[src/dps_pkg.sv]
// ----------------------------------------------------------------
// shared constants of the semaphore port controller
// ----------------------------------------------------------------
package dps_pkg;
	// number of flags and width of the flag index
	localparam int FLAG_COUNT = 8;
	localparam int INDEX_W = 3;
	// width of the data pins of one port
	localparam int DATA_W = 8;
	// width of the phase timer
	localparam int TMR_W = 8;

	// clock period in ns
	localparam int CLK_PERIOD_NS = 40;
	// least time the select stays active in one access, ns
	localparam int STROBE_NS = 80;
	// least time all strobes stay inactive between accesses, ns
	localparam int GAP_NS = 40;
	// least times rounded up to whole cycles, never below one
	localparam int STROBE_CYC_RAW = (STROBE_NS + CLK_PERIOD_NS - 1) / CLK_PERIOD_NS;
	localparam int GAP_CYC_RAW = (GAP_NS + CLK_PERIOD_NS - 1) / CLK_PERIOD_NS;
	localparam int STROBE_CYC = (STROBE_CYC_RAW < 1) ? 1 : STROBE_CYC_RAW;
	localparam int GAP_CYC = (GAP_CYC_RAW < 1) ? 1 : GAP_CYC_RAW;
	// timer load values, one less than the phase length
	localparam logic [TMR_W-1:0] STROBE_LOAD = TMR_W'(STROBE_CYC - 1);
	localparam logic [TMR_W-1:0] GAP_LOAD = TMR_W'(GAP_CYC - 1);

	// last flag index, used by the start-up sweep
	localparam logic [INDEX_W-1:0] LAST_INDEX = 3'h7;
	// first flag index
	localparam logic [INDEX_W-1:0] FIRST_INDEX = 3'h0;

	// operation kinds
	localparam logic [1:0] OP_INIT = 2'h0;
	localparam logic [1:0] OP_ACQ = 2'h1;
	localparam logic [1:0] OP_REL = 2'h2;

	// reset values of the pins: everything inactive
	localparam logic PIN_IDLE = 1'h1;
	localparam logic [DATA_W-1:0] DATA_RESET = 8'h00;

	// sequencer states, one-hot
	typedef enum logic [4:0] {
		ST_IDLE = 5'h01,
		ST_WRITE = 5'h02,
		ST_READ = 5'h04,
		ST_GAP = 5'h08,
		ST_DONE = 5'h10
	} dps_state_t;
endpackage

[src/dps_cycle_timer.sv]
`timescale 1ns/100ps
// ----------------------------------------------------------------
// down counter that times one access phase
// ----------------------------------------------------------------
module dps_cycle_timer (
	// clock and reset
	input wire logic sys_clk_i,
	input wire logic rst_n_i,
	// load strobe and value
	input wire logic load_i,
	input wire logic [dps_pkg::TMR_W-1:0] load_val_i,
	// count has run out
	output logic zero_o
);
	import dps_pkg::*;

	// remaining cycles of the phase
	logic [TMR_W-1:0] count;

	// reload on phase entry, otherwise count down to zero
	always_ff @(posedge sys_clk_i or negedge rst_n_i) begin
		if (!rst_n_i) begin
			count <= '0;
		end else if (load_i) begin
			count <= load_val_i;
		end else if (count != '0) begin
			count <= count - 1'b1;
		end
	end

	// zero flag read by the sequencer
	assign zero_o = (count == '0);
endmodule

[src/dps_port_ctrl.sv]
`timescale 1ns/100ps
module dps_port_ctrl (
	// clock and reset
	input wire logic sys_clk_i,
	input wire logic rst_n_i,
	// user commands, taken while not busy; withdraw_i is sampled in the gap after each failed read
	input wire logic cmd_init_i,
	input wire logic cmd_acquire_i,
	input wire logic cmd_release_i,
	input wire logic [dps_pkg::INDEX_W-1:0] cmd_index_i,
	input wire logic withdraw_i,
	// user status
	output logic busy_o,
	output logic done_o,
	output logic granted_o,
	// semaphore pins of one port
	output logic semaphore_select_n_o,
	output logic rw_n_o,
	output logic oe_n_o,
	output logic [dps_pkg::INDEX_W-1:0] flag_index_lines_o,
	output logic [dps_pkg::DATA_W-1:0] data_o,
	output logic data_oe_o,
	input wire logic [dps_pkg::DATA_W-1:0] data_i
);
	import dps_pkg::*;

	// ------------------------------------------------------------
	// state and sequence registers
	// ------------------------------------------------------------
	dps_state_t state; // current phase
	dps_state_t next_state; // phase for the next cycle
	logic [1:0] op; // operation under way
	logic [INDEX_W-1:0] idx; // flag being accessed
	logic wr_value; // value put on data bit zero
	logic last_read; // the phase before the gap was a read
	logic flag_seen; // flag bit sampled at end of read
	logic tmr_zero; // phase timer has run out

	// ------------------------------------------------------------
	// decoding
	// ------------------------------------------------------------
	wire start_any = cmd_init_i | cmd_acquire_i | cmd_release_i; // any command
	wire phase_end = tmr_zero; // current timed phase ends
	wire init_more = (op == OP_INIT) && (idx != LAST_INDEX); // sweep not finished
	wire acq_write = (op == OP_ACQ) && !wr_value; // claim write just done
	wire claim_ok = !flag_seen; // low flag means we own it
	wire tmr_load = (state != next_state); // new phase starts
	// gap length for the gap, strobe length otherwise
	wire [TMR_W-1:0] tmr_val = (next_state == ST_GAP) ? GAP_LOAD : STROBE_LOAD;
	wire in_access_next = (next_state == ST_WRITE) || (next_state == ST_READ); // select low
	wire write_next = (next_state == ST_WRITE); // write phase next
	wire read_next = (next_state == ST_READ); // read phase next
	wire withdraw_now = (state == ST_GAP) && phase_end && last_read && !claim_ok && withdraw_i;
	// index and write value as they stand after this edge, so that the pins carry them
	// from the very first cycle of a strobe and never a stale flag or value
	wire take_cmd = (state == ST_IDLE) && start_any; // command accepted now
	wire sweep_step = (state == ST_GAP) && phase_end && !last_read && init_more; // next flag
	wire [INDEX_W-1:0] cmd_idx_sel = cmd_init_i ? FIRST_INDEX : cmd_index_i; // start index
	wire [INDEX_W-1:0] next_idx = take_cmd ? cmd_idx_sel : (sweep_step ? idx + 1'b1 : idx);
	wire next_wr = take_cmd ? (cmd_init_i || !cmd_acquire_i) : (withdraw_now || wr_value);

	// ------------------------------------------------------------
	// phase timer
	// ------------------------------------------------------------
	dps_cycle_timer u_timer (
		.sys_clk_i(sys_clk_i),
		.rst_n_i(rst_n_i),
		.load_i(tmr_load),
		.load_val_i(tmr_val),
		.zero_o(tmr_zero)
	);

	// ------------------------------------------------------------
	// next phase
	// ------------------------------------------------------------
	always_comb begin
		next_state = state;
		unique case (state)
			// idle: wait for a command
			ST_IDLE: begin
				if (start_any) begin
					next_state = ST_WRITE;
				end
			end
			// write or read phase: hold for the strobe time
			ST_WRITE, ST_READ: begin
				if (phase_end) begin
					next_state = ST_GAP;
				end
			end
			// gap: every access ends with strobes released
			ST_GAP: begin
				if (phase_end) begin
					if (last_read) begin
						if (claim_ok) begin
							next_state = ST_DONE;
						end else if (withdraw_i) begin
							next_state = ST_WRITE;
						end else begin
							next_state = ST_READ;
						end
					end else if (init_more) begin
						next_state = ST_WRITE;
					end else if (acq_write) begin
						next_state = ST_READ;
					end else begin
						next_state = ST_DONE;
					end
				end
			end
			// done: one cycle, then idle
			ST_DONE: begin
				next_state = ST_IDLE;
			end
		endcase
	end

	// ------------------------------------------------------------
	// phase register
	// ------------------------------------------------------------
	always_ff @(posedge sys_clk_i or negedge rst_n_i) begin
		if (!rst_n_i) begin
			state <= ST_IDLE;
		end else begin
			state <= next_state;
		end
	end

	// ------------------------------------------------------------
	// operation, index and write value
	// ------------------------------------------------------------
	always_ff @(posedge sys_clk_i or negedge rst_n_i) begin
		if (!rst_n_i) begin
			op <= OP_INIT;
			idx <= FIRST_INDEX;
			wr_value <= 1'h1;
		end else if (state == ST_IDLE && start_any) begin
			// init sweeps all flags with one
			if (cmd_init_i) begin
				op <= OP_INIT;
				idx <= FIRST_INDEX;
				wr_value <= 1'h1;
			end else if (cmd_acquire_i) begin
				// claim starts with a zero write
				op <= OP_ACQ;
				idx <= cmd_index_i;
				wr_value <= 1'h0;
			end else begin
				op <= OP_REL;
				idx <= cmd_index_i;
				wr_value <= 1'h1;
			end
		end else if (state == ST_GAP && phase_end && !last_read && init_more) begin
			// step to the next flag of the sweep
			idx <= idx + 1'b1;
		end else if (withdraw_now) begin
			op <= OP_REL;
			wr_value <= 1'h1;
		end
	end

	// ------------------------------------------------------------
	// read tracking and flag sampling
	// ------------------------------------------------------------
	always_ff @(posedge sys_clk_i or negedge rst_n_i) begin
		if (!rst_n_i) begin
			last_read <= 1'h0;
			flag_seen <= 1'h1;
		end else begin
			if (state == ST_WRITE) begin
				last_read <= 1'h0;
			end else if (state == ST_READ) begin
				last_read <= 1'h1;
			end
			if (state == ST_READ && phase_end) begin
				flag_seen <= data_i[0];
			end
		end
	end

	// ------------------------------------------------------------
	// semaphore pins, registered from the next phase
	// ------------------------------------------------------------
	always_ff @(posedge sys_clk_i or negedge rst_n_i) begin
		if (!rst_n_i) begin
			semaphore_select_n_o <= PIN_IDLE;
			rw_n_o <= PIN_IDLE;
			oe_n_o <= PIN_IDLE;
			flag_index_lines_o <= FIRST_INDEX;
			data_o <= DATA_RESET;
			data_oe_o <= 1'h0;
		end else begin
			semaphore_select_n_o <= !in_access_next;
			rw_n_o <= !write_next;
			oe_n_o <= !read_next;
			// three index lines address the flag
			flag_index_lines_o <= next_idx;
			// request value on bit zero only
			data_o <= {{(DATA_W-1){1'b0}}, next_wr};
			data_oe_o <= write_next;
		end
	end

	// ------------------------------------------------------------
	// user status
	// ------------------------------------------------------------
	always_ff @(posedge sys_clk_i or negedge rst_n_i) begin
		if (!rst_n_i) begin
			busy_o <= 1'h0;
			done_o <= 1'h0;
			granted_o <= 1'h0;
		end else begin
			busy_o <= (next_state != ST_IDLE);
			done_o <= (next_state == ST_DONE);
			// granted only when a claim ends still as a claim
			granted_o <= (next_state == ST_DONE) && (op == OP_ACQ);
		end
	end
endmodule

[config.mk]
export PLATFORM = sky130hd
export DESIGN_NAME = dps_port_ctrl
export DESIGN_NICKNAME = d
export VERILOG_FILES = /design/src/dps_pkg.sv /design/src/dps_cycle_timer.sv /design/src/dps_port_ctrl.sv
export SDC_FILE = /design/constraint.sdc
export NUM_CORES = 1
export LEC_CHECK = 0
export BUFFER_PORTS_ARGS = -buffer_cell sky130_fd_sc_hd__buf_2
export CORE_UTILIZATION = 54
export CTS_BUF_LIST = sky130_fd_sc_hd__clkbuf_16
export CTS_CLUSTER_DIAMETER = 80
export DETAILED_ROUTE_END_ITERATION = 8
export HOLD_SLACK_MARGIN = 0.08
export PLACE_DENSITY = 0.79
export SETUP_SLACK_MARGIN = 0.1
export SLEW_MARGIN = 30
export SYNTH_ARGS = -nofsm -noshare
export SYNTH_HDL_FRONTEND = slang
export SYNTH_SLANG_ARGS = --single-unit
export TNS_END_PERCENT = 30
[constraint.sdc]
create_clock -name sys_clk_i -period 2.8 [get_ports sys_clk_i]
set_input_delay 0.42 -clock sys_clk_i [delete_from_list [all_inputs] [get_ports sys_clk_i]]
set_output_delay 0.42 -clock sys_clk_i [all_outputs]
set_load 0.005 [all_outputs]
==> flow_summary.json <==
{
  "start_util_pct": 56.9,
  "finalCritPeriodShare_pct": 87.8,
  "power_density_nw_per_um2": 1060,
  "worstMarginPinSlew_ns": 0.675,
  "yosysSeqAreaShare_pct": 42.6,
  "grt_max_degree": 30,
  "synth_top_area_share_pct": 33.4,
  "syn_area_per_cell_sq_um": 9.78,
  "final_common_cell": "dfrtp_1",
  "final_cell_count_no_fill": 243,
  "max-cap-violations": 0,
  "grt_usage_pct": 22.5,
  "drt-vias-per-instance": 5.68,
  "ys.flop_type": "dfrtp_1",
  "clk_transition_reported_paths_ns": 0.05,
  "synthTopCellsByArea": "dfrtp_1 (33%), dfstp_2 (9.2%), a21oi_1 (3.8%)",
  "overflow": 0,
  "finalNetCount": 218,
  "start_kind": "register",
  "finalMaxSlewViolations": 0,
  "clk_latency_ns": 0.28,
  "ios": 35,
  "hold_viol": 0,
  "cp.required_ns": 3.01,
  "timing.rr.end": "u_timer.count[5]$_DFFE_PN0P_",
  "p_leak_nw": 0.879,
  "dp_hpwl_mm": 2.44,
  "post_cts_buffers": 0,
  "port-buffer-count": 20,
  "met2_usage_pct": 37.6,
  "syn_inst": 176,
  "drive_gt1_share_pct": 30.2,
  "netlist_area_sq_um": 1720,
  "post-synth-top-area-cell": "dfrtp_1",
  "area_growth_pct": 16.5,
  "grt_pass1_wl_mm": 5.72,
  "min_period_ns": 2.46,
  "async_reset_ff_share_pct": 100,
  "crit_path_end_kind": "register",
  "ctsHoldBuffers": 0,
  "synth-seq-cells": 29,
  "synth-edff-count": 0,
  "worst_r2r_startpoint": "flag_index_lines_o[0]$_DFFE_PN0P_",
  "dp_cells": 235,
  "antenna_cells": 0,
  "vias": 1381,
  "routed_wl_mm": 3.40,
  "htreeDepth": 2,
  "drtPass1Iterations": 4,
  "clock-sinks": 29,
  "relSlewSlack_pct": 54.6,
  "fp.dieW_microns": 58.5,
  "grt_pass1_vias": 1291,
  "die-area_sq_um": 3420,
  "synth_cell_types": 51,
  "first_iter_violations": 35,
  "cp_max_fo": 7,
  "tritoncts": "done",
  "timing.fmax_mhz": 407,
  "core_area_sq_um": 3030,
  "rrSetupSlack_ns": 0.34,
  "ant_nets": 0,
  "grt_use_met1_pct": 28.4,
  "clk_path_buf_depth": 2,
  "fin_skew_ns": 0.00263,
  "status": "complete, no violations",
  "gr-usage-met3_pct": 5.27,
  "tns_ns": 0,
  "hp-class": "in2async",
  "antenna_found_initial": 0,
  "numCtsBuffers": 5,
  "rsz0062_at_grt": "no",
  "ir_drop_mv": 0.588,
  "wl_per_cell_microns": 14.0,
  "gp_congestion": 0.922,
  "finalSetupViolations": 0,
  "chipHeight_microns": 58.5,
  "yosys_warnings": 0,
  "final_cell_mix": "dfrtp_1 (23), buf_2 (20), o21ai_0 (13), a21oi_1 (13), nand2_1 (10)",
  "cts-root-buf": "clkbuf_16",
  "setup.worst_path.class": "reg2reg",
  "busiest_layer": "met2",
  "num_rows": 20,
  "ctsResizeCount": 0,
  "reg2reg_depth": 7,
  "cp.arrival_ns": 2.66,
  "drc": 0
}
==> worst max-delay path, stage by stage (launching register included) <==
cell and delay [ns]:
dfrtp_1 0.40, ha_1 0.21, ha_1 0.19, mux2_2 0.27
o311ai_2 0.50, o311ai_2 0.23, or2_1 0.42, nor2_2 0.17
==> synthesized netlist by cell type, types with 4 or more instances <==
cell type	n
nor3_1	4
dfstp_2	6
buf_2	4
o21ai_0	13
and3_1	4
a21oi_1	13
inv_1	9
dfrtp_1	23
nand2_1	10
buf_4	7
nor2_2	5
nand3_1	6
nor2_1	9
==> where the power goes <==
part | switching [W] | total, W | internal (W)
Combinational | 0.000418 | 0.000768 | 0.000350
Sequential | 0.000126 | 0.000665 | 0.000540
Clock | 0.000187 | 0.000694 | 0.000507
==> state kept, by name (all words and copies together) (netlist names), 2 cells and up <==
signal              cells
state                   5
u_timer.count           8
op                      2
flag_index_lines_o      3
==> routing by layer <==
layer / routed length (microns) / share of wire [%] / up-vias
met5: 0 / 0 / -
met4: 63 / 1.9 / 0
met3: 226 / 6.6 / 8
met2: 1700 / 50 / 56
met1: 1410 / 42 / 655
li1: - / - / 662
==> final cells by class <==
cell class | count | area [sq um]
clock inverters | 3 | 65.1
clock buffers | 5 | 125
flip-flops and latches | 29 | 733
well taps | 44 | 55.1
repair buffers | 23 | 123
fillers | 245 | 1020
inverters | 9 | 33.8
multi-input cells | 130 | 871
==> worst max path at each step <==
stage,from,endpoint,slack (ns),depth (start not counted)
2_1_floorplan,flag_index_lines_o[0]$_DFFE_PN0P_,u_timer.count[3]$_DFFE_PN0P_,0.67,8
4_1_cts,flag_index_lines_o[0]$_DFFE_PN0P_,u_timer.count[5]$_DFFE_PN0P_,0.35,7
3_5_place_dp,flag_index_lines_o[0]$_DFFE_PN0P_,u_timer.count[5]$_DFFE_PN0P_,0.37,7
6_report,flag_index_lines_o[0]$_DFFE_PN0P_,u_timer.count[5]$_DFFE_PN0P_,0.34,7
3_3_place_gp,flag_index_lines_o[0]$_DFFE_PN0P_,u_timer.count[2]$_DFFE_PN0P_,0.39,7
5_1_grt,flag_index_lines_o[0]$_DFFE_PN0P_,u_timer.count[5]$_DFFE_PN0P_,0.17,7
==> kinds of logic after synthesis <==
family | after synthesis | share of synthesized area (%)
AO/OA/AOI/OAI | 46 | 18.8
flip-flops | 29 | 42.6
adder cells (fa/ha/maj) | 3 | 2.18
AND/OR/NAND/NOR | 66 | 23.5
buffers and inverters | 23 | 8.14
multiplexers | 4 | 2.47
other | 1 | 0.218
XOR/XNOR | 4 | 2.04
==> stage by stage <==
step           instance area (sq um)  setup slack, ns  utilization [%]  hold slack [ns]  total power, W
4_1_cts                         2010            0.346             66.2            0.182         0.00214
5_1_grt                         2010            0.170             66.2            0.230         0.00225
2_1_floorplan                   1740            0.674                -            0.124         0.00130
3_5_place_dp                    1820            0.366             60.0            0.472         0.00143
3_3_place_gp                    1820            0.387             60.0            0.464         0.00139
6_report                        2010            0.342             66.2            0.158         0.00213
Power figures use the tool's default switching activity.
